<file path="src/hdl/dpras_pkg.sv">
package dpras_pkg;

	// port pins driven towards one side of the shared memory
	typedef struct packed {
		logic        port_select_n;
		logic        write_not_read;
		logic        output_enable_n;
		logic        upper_lane_select_n;
		logic        lower_lane_select_n;
		logic        flag_space_select_n;
		logic [15:0] addr;
	} dpras_pins_s;

	localparam dpras_pins_s PINS_IDLE = '{1'b1, 1'b1, 1'b1, 1'b1, 1'b1, 1'b1, 16'h0000};

	// register offsets (byte addresses)
	localparam logic [7:0] REG_CTRL   = 8'h00;
	localparam logic [7:0] REG_ADDR   = 8'h04;
	localparam logic [7:0] REG_WDATA  = 8'h08;
	localparam logic [7:0] REG_RDATA  = 8'h0c;
	localparam logic [7:0] REG_STATUS = 8'h10;

	// control field positions
	localparam int CTRL_START  = 0;
	localparam int CTRL_WRITE  = 1;
	localparam int CTRL_FLAG   = 2;
	localparam int CTRL_UPPER  = 3;
	localparam int CTRL_LOWER  = 4;
	localparam int CTRL_MASTER = 5;

	// status field positions
	localparam int STAT_ACTIVE  = 0;
	localparam int STAT_MAILBOX = 1;
	localparam int STAT_BUSY    = 2;
	localparam int STAT_TOKEN   = 3;
	localparam int STAT_STALLED = 4;

	// reset values
	localparam logic [5:0]  CTRL_RESET  = 6'h18;
	localparam logic [15:0] ADDR_RESET  = 16'h0000;
	localparam logic [15:0] WDATA_RESET = 16'h0000;

	// mailbox words
	localparam logic [15:0] MBOX_RIGHT_WORD = 16'h7fff;
	localparam logic [15:0] MBOX_LEFT_WORD  = 16'h7ffe;

	// timing
	localparam int CLK_PERIOD_NS          = 100;
	localparam int FLAG_CONTENTION_NS     = 5;
	localparam int PRIORITY_SETUP_NS      = 5;
	localparam int SETUP_NS               = (FLAG_CONTENTION_NS > PRIORITY_SETUP_NS) ?
		FLAG_CONTENTION_NS : PRIORITY_SETUP_NS;
	localparam int SETUP_CYC_RAW          = (SETUP_NS + CLK_PERIOD_NS - 1) / CLK_PERIOD_NS;
	localparam logic [3:0] SETUP_CYC      = 4'((SETUP_CYC_RAW < 1) ? 1 : SETUP_CYC_RAW);
	localparam int SYNC_STAGES            = 2;
	localparam logic [3:0] READ_WAIT_CYC  = 4'(SYNC_STAGES + 1);

	// engine states
	typedef enum logic [6:0] {
		S_IDLE  = 7'b0000001,
		S_SETUP = 7'b0000010,
		S_WRITE = 7'b0000100,
		S_WREC  = 7'b0001000,
		S_READ  = 7'b0010000,
		S_RCAP  = 7'b0100000,
		S_DONE  = 7'b1000000
	} dpras_state_e;

endpackage

</file>
<file path="src/hdl/dpras_sync.sv">
`timescale 1ns/1ns
`default_nettype none

module dpras_sync
	import dpras_pkg::*;
#(
	parameter int WIDTH = 1
) (
	// clock and reset
	input  wire logic             clk_i,
	input  wire logic             rstn_i,
	input  wire logic             ce_i,
	// level in and out
	input  wire logic [WIDTH-1:0] d_i,
	input  wire logic [WIDTH-1:0] rst_val_i,
	output logic      [WIDTH-1:0] q_o
);

	logic [WIDTH-1:0] stage1;
	logic [WIDTH-1:0] stage2;

	// rst_val_i is a constant at every instance
	always_ff @(posedge clk_i) begin
		if (!rstn_i) begin
			stage1 <= rst_val_i;
			stage2 <= rst_val_i;
		end else if (ce_i) begin
			stage1 <= d_i;
			stage2 <= stage1;
		end
	end

	assign q_o = stage2;

endmodule

`default_nettype wire

</file>
<file path="src/hdl/dpras_host.sv">
`timescale 1ns/1ns
`default_nettype none

// Function
// - Keep write_not_read high whenever the port address changes.
// - Never drive data while the device may still drive it.
// - Keep port select high across flag write and read-back.
// - In slave role a low busy input stalls the port write.
module dpras_host
	import dpras_pkg::*;
(
	// clock, reset, enable
	input  wire logic        clk_i,
	input  wire logic        rstn_i,
	input  wire logic        ce_i,
	// wishbone slave
	input  wire logic        wb_cyc_i,
	input  wire logic        wb_stb_i,
	input  wire logic        wb_we_i,
	input  wire logic [7:0]  wb_adr_i,
	input  wire logic [3:0]  wb_sel_i,
	input  wire logic [31:0] wb_dat_i,
	output logic      [31:0] wb_dat_o,
	output logic             wb_ack_o,
	// memory port pins
	output dpras_pins_s      pins_o,
	input  wire logic [15:0] data_i,
	output logic      [15:0] data_o,
	output logic             data_oe_o,
	input  wire logic        mailbox_flag_n_i,
	input  wire logic        busy_n_i,
	output logic             arbiter_role_select_o
);

	dpras_state_e state;
	dpras_state_e next_state;
	dpras_pins_s  next_pins;

	logic [5:0]  ctrl;
	logic [15:0] addr;
	logic [15:0] wdata;
	logic [15:0] rdata;
	logic        token;
	logic        stalled;
	logic [3:0]  cnt;
	logic        next_data_oe;

	logic [15:0] data_s;
	logic        mbox_n_s;
	logic        busy_n_s;

	logic        req;
	logic        req_wr;
	logic        start;
	logic        active;
	logic        is_flag;
	logic        busy_hold;

	// pin inputs through two flops
	dpras_sync #(.WIDTH(18)) u_sync (
		.clk_i     (clk_i),
		.rstn_i    (rstn_i),
		.ce_i      (ce_i),
		.d_i       ({data_i, mailbox_flag_n_i, busy_n_i}),
		.rst_val_i ({16'h0000, 1'b1, 1'b1}),
		.q_o       ({data_s, mbox_n_s, busy_n_s})
	);

	assign req     = wb_cyc_i && wb_stb_i && !wb_ack_o;
	assign req_wr  = req && wb_we_i;
	assign start   = req_wr && (wb_adr_i == REG_CTRL) && wb_sel_i[0] && wb_dat_i[CTRL_START];
	assign active  = (state != S_IDLE);
	assign is_flag = ctrl[CTRL_FLAG];
	// flag accesses bypass the arbiter, memory accesses honour busy
	assign busy_hold = !is_flag && !busy_n_s;

	always_ff @(posedge clk_i) begin
		if (!rstn_i) begin
			wb_ack_o <= 1'b0;
		end else if (ce_i) begin
			wb_ack_o <= req;
		end
	end

	always_ff @(posedge clk_i) begin
		if (!rstn_i) begin
			wb_dat_o <= 32'h0000_0000;
		end else if (ce_i && req) begin
			case (wb_adr_i)
				REG_CTRL:   wb_dat_o <= {26'h0, ctrl};
				REG_ADDR:   wb_dat_o <= {16'h0, addr};
				REG_WDATA:  wb_dat_o <= {16'h0, wdata};
				REG_RDATA:  wb_dat_o <= {16'h0, rdata};
				REG_STATUS: wb_dat_o <= {27'h0, stalled, token, !busy_n_s, !mbox_n_s, active};
				default:    wb_dat_o <= 32'h0000_0000;
			endcase
		end
	end

	// settings are frozen while an access runs
	always_ff @(posedge clk_i) begin
		if (!rstn_i) begin
			ctrl  <= CTRL_RESET;
			addr  <= ADDR_RESET;
			wdata <= WDATA_RESET;
		end else if (ce_i && req_wr && !active) begin
			case (wb_adr_i)
				REG_CTRL: begin
					if (wb_sel_i[0]) begin
						ctrl <= {wb_dat_i[5:1], 1'b0};
					end
				end
				REG_ADDR: begin
					if (wb_sel_i[0]) begin
						addr[7:0] <= wb_dat_i[7:0];
					end
					if (wb_sel_i[1]) begin
						addr[15:8] <= wb_dat_i[15:8];
					end
				end
				REG_WDATA: begin
					if (wb_sel_i[0]) begin
						wdata[7:0] <= wb_dat_i[7:0];
					end
					if (wb_sel_i[1]) begin
						wdata[15:8] <= wb_dat_i[15:8];
					end
				end
				default: begin
				end
			endcase
		end
	end

	// role strap follows the control bit
	// master role select
	assign arbiter_role_select_o = ctrl[CTRL_MASTER];

	always_comb begin
		next_state = state;
		case (state)
			S_IDLE: begin
				if (start) begin
					next_state = S_SETUP;
				end
			end
			S_SETUP: begin
				if (cnt == 4'h0) begin
					next_state = ctrl[CTRL_WRITE] ? S_WRITE : S_READ;
				end
			end
			S_WRITE: begin
				if (!busy_hold) begin
					next_state = S_WREC;
				end
			end
			S_WREC:  next_state = S_DONE;
			S_READ: begin
				if (cnt == 4'h0 && !busy_hold) begin
					next_state = S_RCAP;
				end
			end
			S_RCAP:  next_state = S_DONE;
			S_DONE:  next_state = S_IDLE;
			default: next_state = S_IDLE;
		endcase
	end

	always_ff @(posedge clk_i) begin
		if (!rstn_i) begin
			state <= S_IDLE;
		end else if (ce_i) begin
			state <= next_state;
		end
	end

	// setup wait covers flag contention and priority setup windows
	// contention spacing
	always_ff @(posedge clk_i) begin
		if (!rstn_i) begin
			cnt <= 4'h0;
		end else if (ce_i) begin
			if (next_state == S_SETUP && state != S_SETUP) begin
				cnt <= SETUP_CYC - 4'h1;
			end else if (next_state == S_READ && state != S_READ) begin
				cnt <= READ_WAIT_CYC;
			end else if (state == S_READ && busy_hold) begin
				cnt <= READ_WAIT_CYC;
			end else if (cnt != 4'h0) begin
				cnt <= cnt - 4'h1;
			end
		end
	end

	always_comb begin
		next_pins      = PINS_IDLE;
		next_pins.addr = pins_o.addr;
		next_data_oe   = 1'b0;
		case (next_state)
			S_SETUP: begin
				next_pins.addr = addr;
			end
			S_WRITE: begin
				next_pins.write_not_read = 1'b0;
				next_data_oe             = 1'b1;
				if (is_flag) begin
					next_pins.flag_space_select_n = 1'b0;
				end else begin
					next_pins.port_select_n       = 1'b0;
					next_pins.upper_lane_select_n = !ctrl[CTRL_UPPER];
					next_pins.lower_lane_select_n = !ctrl[CTRL_LOWER];
				end
			end
			// output enable stays high so data lines are ours
			S_WREC: begin
				next_data_oe = 1'b1;
			end
			S_READ, S_RCAP: begin
				next_pins.output_enable_n = 1'b0;
				if (is_flag) begin
					next_pins.flag_space_select_n = 1'b0;
				end else begin
					next_pins.port_select_n       = 1'b0;
					next_pins.upper_lane_select_n = !ctrl[CTRL_UPPER];
					next_pins.lower_lane_select_n = !ctrl[CTRL_LOWER];
				end
			end
			default: begin
			end
		endcase
	end

	// write_not_read is high in setup, so select never trails its fall
	always_ff @(posedge clk_i) begin
		if (!rstn_i) begin
			pins_o    <= PINS_IDLE;
			data_oe_o <= 1'b0;
		end else if (ce_i) begin
			pins_o    <= next_pins;
			data_oe_o <= next_data_oe;
		end
	end

	// flag value sits in bit 0 only
	always_ff @(posedge clk_i) begin
		if (!rstn_i) begin
			data_o <= 16'h0000;
		end else if (ce_i && next_state == S_WRITE) begin
			data_o <= is_flag ? {15'h0000, wdata[0]} : wdata;
		end
	end

	// in memory reads an unselected lane reads back as zero; flag reads keep all 16 bits
	always_ff @(posedge clk_i) begin
		if (!rstn_i) begin
			rdata <= 16'h0000;
		end else if (ce_i && state == S_RCAP) begin
			if (is_flag) begin
				rdata <= data_s;
			end else begin
				rdata <= {ctrl[CTRL_UPPER] ? data_s[15:8] : 8'h00,
					ctrl[CTRL_LOWER] ? data_s[7:0] : 8'h00};
			end
		end
	end

	// token seen by the last flag read-back
	// owner reads zero
	always_ff @(posedge clk_i) begin
		if (!rstn_i) begin
			token <= 1'b0;
		end else if (ce_i && state == S_RCAP && is_flag) begin
			token <= !data_s[0];
		end
	end

	// sticky stall indicator, cleared by the next start
	always_ff @(posedge clk_i) begin
		if (!rstn_i) begin
			stalled <= 1'b0;
		end else if (ce_i) begin
			if ((state == S_WRITE || state == S_READ) && busy_hold) begin
				stalled <= 1'b1;
			end else if (start) begin
				stalled <= 1'b0;
			end
		end
	end

endmodule

`default_nettype wire

</file>
<file path="config.mk">
export PLATFORM = sky130hd
export DESIGN_NAME = dpras_host
export DESIGN_NICKNAME = d
export VERILOG_FILES = /design/src/hdl/dpras_pkg.sv /design/src/hdl/dpras_sync.sv /design/src/hdl/dpras_host.sv
export SDC_FILE = /design/constraint.sdc
export NUM_CORES = 1
export LEC_CHECK = 0
export BUFFER_PORTS_ARGS = -buffer_cell sky130_fd_sc_hd__buf_2
export CORE_MARGIN = 2
export CORE_UTILIZATION = 45
export CTS_CLUSTER_DIAMETER = 150
export DETAILED_ROUTE_END_ITERATION = 8
export PLACE_DENSITY_LB_ADDON = 0.08
export SYNTH_ARGS = -nofsm -noshare
export SYNTH_HDL_FRONTEND = slang
export SYNTH_SLANG_ARGS = --single-unit
</file>
<file path="constraint.sdc">
create_clock -name clk_i -period 2.5 [get_ports clk_i]
set_clock_uncertainty 0.2 [all_clocks]
set_input_delay 0.25 -clock clk_i [delete_from_list [all_inputs] [get_ports clk_i]]
set_output_delay 0.25 -clock clk_i [all_outputs]
set_load 0.03 [all_outputs]
</file>
### Yosys cells after proc, flatten, opt, wreduce, memory -nomap -nowiden

Cells that the tools add are included.

* add/subtract/negate cells: 1
* equality and inequality tests: 18
* mux-type cells: 25
* reduce and logical (&&, ||, !) cells: 45

Operators by type and width (number)
* one-hot mux 16 bit (5 select lines): 1
* one-hot mux 7 bit (5 select lines): 1
* two-way mux 16 bit: 2
* two-way mux 7 bit: 4
* logical AND 1 bit: 18
* equality test 8 x 4 -> 1 bit, second input constant: 2
* two-way mux 4 bit: 4
* two-way mux 8 bit: 2
* AND reduction 3 bit: 5
* equality test 7 x 2 -> 1 bit, second input constant: 2
* equality test 7 x 3 -> 1 bit, second input constant: 2
* equality test 7 x 4 -> 1 bit, second input constant: 2
* equality test 7 x 5 -> 1 bit, second input constant: 2
* equality test 7 x 6 -> 1 bit, second input constant: 2
* zero test 1 bit: 9
* equality test 8 x 3 -> 1 bit, second input constant: 1
* equality test 8 x 5 -> 1 bit, second input constant: 1
* zero test 8 bit: 1
* two-way mux 1 bit: 8
* nonzero test 4 bit: 2
* equality test 7 x 1 -> 1 bit, second input constant: 1
* inequality test 7 x 1 -> 1 bit, second input constant: 1
* inequality test 7 x 2 -> 1 bit, second input constant: 1
* inequality test 7 x 5 -> 1 bit, second input constant: 1
* 10 further kinds: 14

* register bits after elaboration: 174
* input port bits: 68
* output and inout bits: 73
* word-level logic and storage cells: 112

### Depth between registers and ports, before layout

Gate-level depths: netlist of the first run.

* depth in word-level cells: 12
* mapped depth: 9
* depth with buffers taken out: 7

### Hierarchy

A second synthesis of the first run with hierarchy kept.

* cell total of the unflattened synthesis: 697
* area total of the unflattened synthesis: 7264.5 µm²

Modules (own cells, without submodules)
* dpras_host: instances 1, cells an instance 620, area each 5591.6 µm², sequential area each 2442.3 µm²
* dpras_sync: instances 1, cells an instance 77, area each 1672.9 µm², sequential area each 1081.0 µm²

### Worst setup path before layout of the first run

OpenSTA, ideal clock, no wires.

* path type: input -> register
* start point: input port wb_adr_i[3]
* end point: register pins_o[15] in the netlist's numbering
* library setup time: 72 ps
* arrival time: 2039 ps
* required time: 2228 ps
* slack: 189 ps
* cell stages on the path: 6
* buffers on the path: 1
* path through: or4_4 -> nor4_4 -> nand3_2 -> a21oi_4 -> buf_6 -> mux2i_1

* word-level cells in the longest chain between the ends: 8

RTL lines
* from (decl): RTL line dpras_host.sv:20 `input wire logic [7:0] wb_adr_i,`
* zero test 8 bit: RTL line dpras_host.sv:71 `assign start = req_wr && (wb_adr_i == REG_CTRL) && wb_sel_i[0] && wb_dat_i[CTRL_START];`
* logical AND 1 bit (3 in series): RTL line dpras_host.sv:71
* two-way mux 7 bit: RTL line dpras_host.sv:143 `if (start) begin`
* one-hot mux 7 bit (5 select lines): RTL line dpras_host.sv:141 `case (state)`
* equality test 7 x 2 -> 1 bit: RTL line dpras_host.sv:199 `case (next_state)`
* AND reduction 2 bit (no source line)
* to (signal assigned): RTL line dpras_host.sv:239 `pins_o <= next_pins;`
* to (decl): RTL line dpras_host.sv:26 `output dpras_pins_s pins_o,`

Every way passes these cells.
A chain may end at the register's enable or synchronous reset.

### Final worst setup path of the first run

* start point: register state[0]
* end point: register rdata[10]

* word-level cells in the longest chain between the ends: 2

RTL lines
* from (decl): RTL line dpras_host.sv:35 `dpras_state_e state;`
* from (signal assigned): RTL line dpras_host.sv:173 `state <= next_state;`
* equality test 7 x 6 -> 1 bit: RTL line dpras_host.sv:257 `end else if (ce_i && state == S_RCAP) begin`
* logical AND 1 bit: RTL line dpras_host.sv:257
* to (signal assigned): RTL line dpras_host.sv:259 `rdata <= data_s;`
* to (signal assigned): RTL line dpras_host.sv:261 `rdata <= {ctrl[CTRL_UPPER] ? data_s[15:8] : 8'h00,`
* to (decl): RTL line dpras_host.sv:42 `logic [15:0] rdata;`

Every way passes these cells.

==> impl_metrics.ini, run 1 <==
[outcome]
status = finished clean

[drt]
wl_per_cell_um = 15.67
post_drt_via_cell_ratio = 5.403
drtPass1Iterations = 5
routed_wl_um = 16840
vias = 5808
drc = 0
ant_nets = 0
drtIter0Drc = 567

[final_layout]
insertedDiodeCount = 0
final_cell_mix = dfxtp_1, buf_2, nand2_1, nand3_1, nor2_1
mostFrequentLayoutCell = dfxtp_1
finalNetCount = 948
drive_above_1_share = 0.1919
stdcell_count = 1075
area_delta_synth_final_pct = 23.95
final_util = 0.5697

[timing]
slew_viol_final = 0
worst_pin_slew_ns = 0.6215
rsz0062_at_grt = no
finalSetupTns_ns = 0
finalCritPeriodShare = 0.9329
setup_slack_ns = 0.1677
hold_violations = 0
fmax_mhz = 428.8
period_minus_slack_ns = 2.332
timing.slew.headroom = 0.5857
setup_violations = 0

[floorplanning]
start_util = 0.4596
die_x_um = 125.6
core-area_um2 = 14480
fp.dieH_um = 125.6
fp-row-count = 44
io_pins = 141
die-area_um2 = 15780

[setup_path]
required_ns = 2.58
worstSetupPathType = flop to flop
worst_setup_path_start_kind = flop
cp.arrival_ns = 2.41
path_max_fanout = 16
critPathCaptureType = flop

[clock_network]
worstSkewPairLatency_ns = 0.42
h-tree-depth = 4
path_clk_slew_ns = 0.06
clk_path_buf_depth = 2
cts_tree = done
cts_inserted_buffers = 17
root_buffer = clkbuf_16
cts_sinks = 158

[yosys]
ys.flop_type = dfxtp_1
synth_area_per_cell_um2 = 8.815
ys_ff_latch = 158
ys_warn_count = 0
async_reset_ff_frac = 0
ys_types = 68
synth_area_um2 = 6655
synth_edf_count = 0
ys_seq_area_frac = 0.4753
synth_cells = 755

[place]
hpwl_um = 12030
dp.cells = 1010
portBuffers = 106
place_worst_setup_slack_ns = 0.1642
gp_congestion = 0.8352

[power_and_ir_drop]
power_mw = 5.537
peakVddDrop_mv = 0.4417
p_leak_nw = 3.289
p_per_area_nw_per_um2 = 671.2

[global_routing]
grt_max_degree = 123
antenna_found_initial = 0
grt_use_total = 0.2139
grt_overflow = 0
grt_pass1_vias = 5182
grt_pass1_wl_um = 27050

[job]
max_cap_violations = 0

[hold_path]
hold_path.class = input port to flop
## registers in the layout, summed over array words and instances, names as in the netlist, 4 cells and up
name	count
pins_o	22
u_sync.q_o	18
u_sync.stage1	18
addr	16
data_o	16
rdata	16
wb_dat_o	16
wdata	16
state	7
ctrl	5
cnt	4
## path summary, 6_finish.rpt
kind	slack (ns)	cells past startpoint	startpoint	to
setup / recovery	0.17	4	state[0]	rdata[10]
hold / removal	0.06	3	rstn_i	u_sync.q_o[2]
setup reg to reg	0.17	4	state[0]	rdata[10]
hold reg to reg	0.24	2	pins_o[20]	pins_o[20]
## cell usage after synthesis (3+ instances only)
cell | instances | share of area
a21oi_1 | 32 | 0.024
a221oi_1 | 5 | 0.0066
a22oi_1 | 16 | 0.018
a2bb2oi_1 | 10 | 0.013
a31oi_1 | 3 | 0.0028
and4_1 | 3 | 0.0039
buf_1 | 5 | 0.0028
buf_2 | 4 | 0.0030
buf_4 | 18 | 0.020
clkbuf_1 | 46 | 0.026
dfxtp_1 | 158 | 0.48
inv_1 | 4 | 0.0023
mux2_1 | 12 | 0.020
mux2i_1 | 55 | 0.083
nand2_1 | 97 | 0.055
nand2b_1 | 8 | 0.0075
nand3_1 | 70 | 0.053
nand4_1 | 5 | 0.0047
nor2_1 | 65 | 0.037
nor2b_1 | 4 | 0.0038
nor3_1 | 7 | 0.0053
nor4_1 | 5 | 0.0047
o21ai_0 | 5 | 0.0038
o21ai_1 | 56 | 0.042
or3_1 | 5 | 0.0047
## per-layer routing
layer  vias to the layer above  global-route usage  share of wire
met3                        17             0.04121          0.059
met2                       199              0.3224           0.45
met5                         -                   0              0
met4                         0             0.07124          0.015
li1                       2900                   -              -
met1                      2692              0.3088           0.48
## cell families after synthesis
logic type / count (synthesis) / share of synthesized area
xor gates and xnor gates: 2 / 0.002633
and+or+nand+nor: 297 / 0.2183
buffers and inverters: 79 / 0.05659
DFF: 158 / 0.4753
AOI/OAI and AO/OA: 150 / 0.1418
muxes: 67 / 0.1030
other: 1 / 0.0005635
adders and majority gates: 1 / 0.001880
## layout make-up
type	count	area [um^2]
Clock buffer	21	460.4
Clock inverter	10	91.34
Fill cell	1309	6230
Inverter	5	18.77
Multi-Input combinational cell	533	3182
Sequential cell	158	3163
Tap cell	184	230.2
Timing Repair Buffer	164	1104
## power by group
part	internal [mW]	switching, mW
Combinational	0.207	0.308
Sequential	2.58	0.0472
Clock	1.41	0.989
Total	4.19	1.34
## critical path, stage by stage (launching register included)
cell and delay (ns):
dfxtp_1 0.38, or4_1 0.60, or4_1 0.77, nand2_1 0.17, a21oi_1 0.07
## through the flow
| stage | hold WS [ns] | instance area [um^2] |
|---|---|---|
| 6_report | 0.06149 | 8249 |
| 5_1_grt | 0.06563 | 8249 |
| 4_1_cts | 0.05287 | 8243 |
| 3_5_place_dp | 0.2408 | 7351 |
| 3_3_place_gp | 0.2377 | 7351 |
| 2_1_floorplan | 0.1751 | 6711 |
## timing repair
item                       4_1_cts  5_1_grt
hold buffers                    34        0
resized for setup                0        1
hold endpoints to repair        55        0
setup buffers                    0        0
setup endpoints to repair        0        1
Power figures use the tool's default switching activity.
==> run 2: changes to the inputs <==
--- a/config.mk
+++ b/config.mk
@@ -13,4 +13,5 @@
 export PLACE_DENSITY_LB_ADDON = 0.08
 export SYNTH_ARGS = -nofsm -noshare
 export SYNTH_HDL_FRONTEND = slang
+export SYNTH_HIERARCHICAL = 1
 export SYNTH_SLANG_ARGS = --single-unit
==> run 2 against run 1 <==
- largest cell class is now sequential cells
- clock-buffer cell count is the same
- critical path depth up 4
- critical endpoint is now data_o[0]
- maximum frequency decreased by 1.6%
- final area up 10%
==> impl_metrics.ini, run 2 <==
[place]
place_worst_setup_slack_ns = -0.03888
dp.cells = 1031
portBuffers = 106
gp_congestion = 0.8953
placed_area_um2 = 8129
hpwl_um = 12510

[global_routing]
grt_max_degree = 48
grt_pass1_vias = 5451
antenna_found_initial = 0
grt_busiest_layer = met2
grtUsageMet1 = 0.2941
grt_use_met3 = 0.04464
grt_pass1_wl_um = 28410
met2_usage = 0.3450
grt_use_total = 0.2173
grt_overflow = 0

[final_layout]
final_util = 0.5752
drive_above_1_share = 0.2752
finalNetCount = 939
num-fill-cells = 1380
area_delta_synth_final_pct = 25.32
final_cell_mix = dfxtp_1, buf_2, nand2_1, nor2_1, a21oi_1
insertedDiodeCount = 0
largest_reg_flops = 22
fin_area_um2 = 9104
mostFrequentLayoutCell = dfxtp_1
stdcell_count = 1099
regMostFlops = pins_o

[hold_path]
hold_start = ce_i
worstHoldPathCells = 3
hold_path.class = input port to flop
holdPathEnd = data_oe_o

[setup_path]
r2r_end = data_o[0]
crit_path_top_delay_cell = or3b_2
critPathCaptureType = flop
crit_chain = inv_1 > ha_2 > or3b_2 > nor4_4 > a21o_4 > and2_1 > buf_4 > mux2i_1
reg2reg_depth = 8
cpPeakStageDelay_ns = 0.51
worst_setup_path_start_kind = flop
worstSetupPathType = flop to flop
cp.arrival_ns = 2.53
regToRegSetupSlack_ns = 0.13
required_ns = 2.66
r2r_start = cnt[0]
path_max_fanout = 8

[timing]
hold_violations = 0
setup_violations = 0
setup_slack_ns = 0.1295
finalCritPeriodShare = 0.9482
timing.slew.headroom = 0.6251
fmax_mhz = 421.9
worst_pin_slew_ns = 0.5588
whs_ns = 0.1346
rsz0062_at_grt = no
period_minus_slack_ns = 2.370
slew_viol_final = 0
finalSetupTns_ns = 0

[yosys]
synth_cells = 697
synth_edf_count = 36
ys.flop_type = dfxtp_1
synth_area_per_cell_um2 = 10.42
synth_area_um2 = 7264
yosys-top-cells-area = dfxtp_1, edfxtp_1, mux2i_1
ys_seq_area_frac = 0.4850
ys_warn_count = 6
synthTopCellsByCount = dfxtp_1, nand2_1, nor2_1
yosysMostFrequentCell = dfxtp_1
synth_top_area_share = 0.3362
async_reset_ff_frac = 0
ys_types = 61
synth_top_cell_by_area = dfxtp_1
ys_ff_latch = 158

[power_and_ir_drop]
p_leak_nw = 4.104
seq_power_share = 0.457
internal_power_mw = 4.639
clkPwrFrac = 0.438
p_sw_frac = 0.2367
p_per_area_nw_per_um2 = 667.6
switchingPower_mw = 1.438
peakVddDrop_mv = 0.5279
power_mw = 6.078
power_frac_comb = 0.105

[drt]
ant_nets = 0
drtIter0Drc = 466
drtPass1Iterations = 5
wl_per_cell_um = 16.43
drc = 0
routed_wl_um = 18050
post_drt_via_cell_ratio = 5.129
vias = 5637

[clock_network]
worstSkewPairLatency_ns = 0.43
cts_tree = done
h-tree-depth = 4
path_clk_slew_ns = 0.06
cts_inserted_buffers = 17
cts_sinks = 158
root_buffer = clkbuf_16
clk_path_buf_depth = 2

[floorplanning]
io_pins = 141
fp-row-count = 46
die_x_um = 131.1
start_util = 0.4590
fp.dieH_um = 131.1
core-area_um2 = 15830
die-area_um2 = 17180

[job]
max_cap_violations = 0

[outcome]
status = finished clean
==> run 2: final cells by class <==
class | count | area (um^2) | share of cell area
Sequential cell | 158 | 3523 | 0.3870
Timing Repair Buffer | 173 | 1184 | 0.1300
Clock buffer | 21 | 461.7 | 0.05071
Inverter | 8 | 30.03 | 0.003299
Clock inverter | 11 | 138.9 | 0.01526
Multi-Input combinational cell | 512 | 3496 | 0.3840
Tap cell | 216 | 270.3 | 0.02969
==> run 2: cell families (layout without fill, tap and decap cells) <==
| logic type | after synthesis | in the layout | synth area share |
|---|---|---|---|
| other cells | 2 | 52 | 0.001034 |
| flops | 158 | 158 | 0.4850 |
| compound gates | 119 | 119 | 0.1094 |
| fa+ha+maj | 1 | 1 | 0.001722 |
| xor+xnor | 3 | 3 | 0.003618 |
| buf+inv | 77 | 213 | 0.06218 |
| mux | 106 | 106 | 0.1777 |
| simple gates | 231 | 231 | 0.1593 |
==> run 2: what timing repair did <==
item,in CTS,in global routing
endpoints found under the hold margin,55,0
resized for setup,1,3
pin swaps,0,1
hold buffers,34,0
setup buffers,0,2
endpoints found under the setup margin,16,34
==> run 2: worst max-delay path, delay by kind of cell, from the launching register on <==
family                     cells  cell delay [ns]
muxes                          1             0.20
adders and majority gates      1             0.21
AOI/OAI and AO/OA              1             0.20
buffers and inverters          2             0.25
DFF                            1             0.34
and+or+nand+nor                3             0.90
==> run 2: worst max-delay path by stage <==
stage	startpoint	to	slack, ns	cells after the start
after floorplan	cnt[0]	pins_o[10]	0.19	9
after global placement	cnt[0]	data_o[0]	0.12	8
after detailed placement	cnt[0]	pins_o[7]	-0.04	8
after CTS	cnt[0]	data_o[0]	0.02	8
after global routing	cnt[0]	data_o[0]	0.004	8
final	cnt[0]	data_o[0]	0.13	8
==> run 2: power groups by stage <==
| stage | Combinational (mW) | Clock, mW | Sequential [mW] |
|---|---|---|---|
| finish | 0.637 | 2.66 | 2.78 |
| global route | 0.697 | 2.80 | 2.79 |
| CTS | 0.619 | 2.70 | 2.78 |
| detailed placement | 0.571 | 0 | 2.83 |
| global placement | 0.551 | 0 | 2.82 |
| floorplan | 0.413 | 0 | 2.82 |
==> run 2: layer usage <==
metal  vias up  share of wire  routed length, um
li1       2791              -                  -
met1      2643           0.47               8471
met2       171           0.46               8277
met3        32          0.051                926
met4         0          0.021                377
met5         -              0                  0
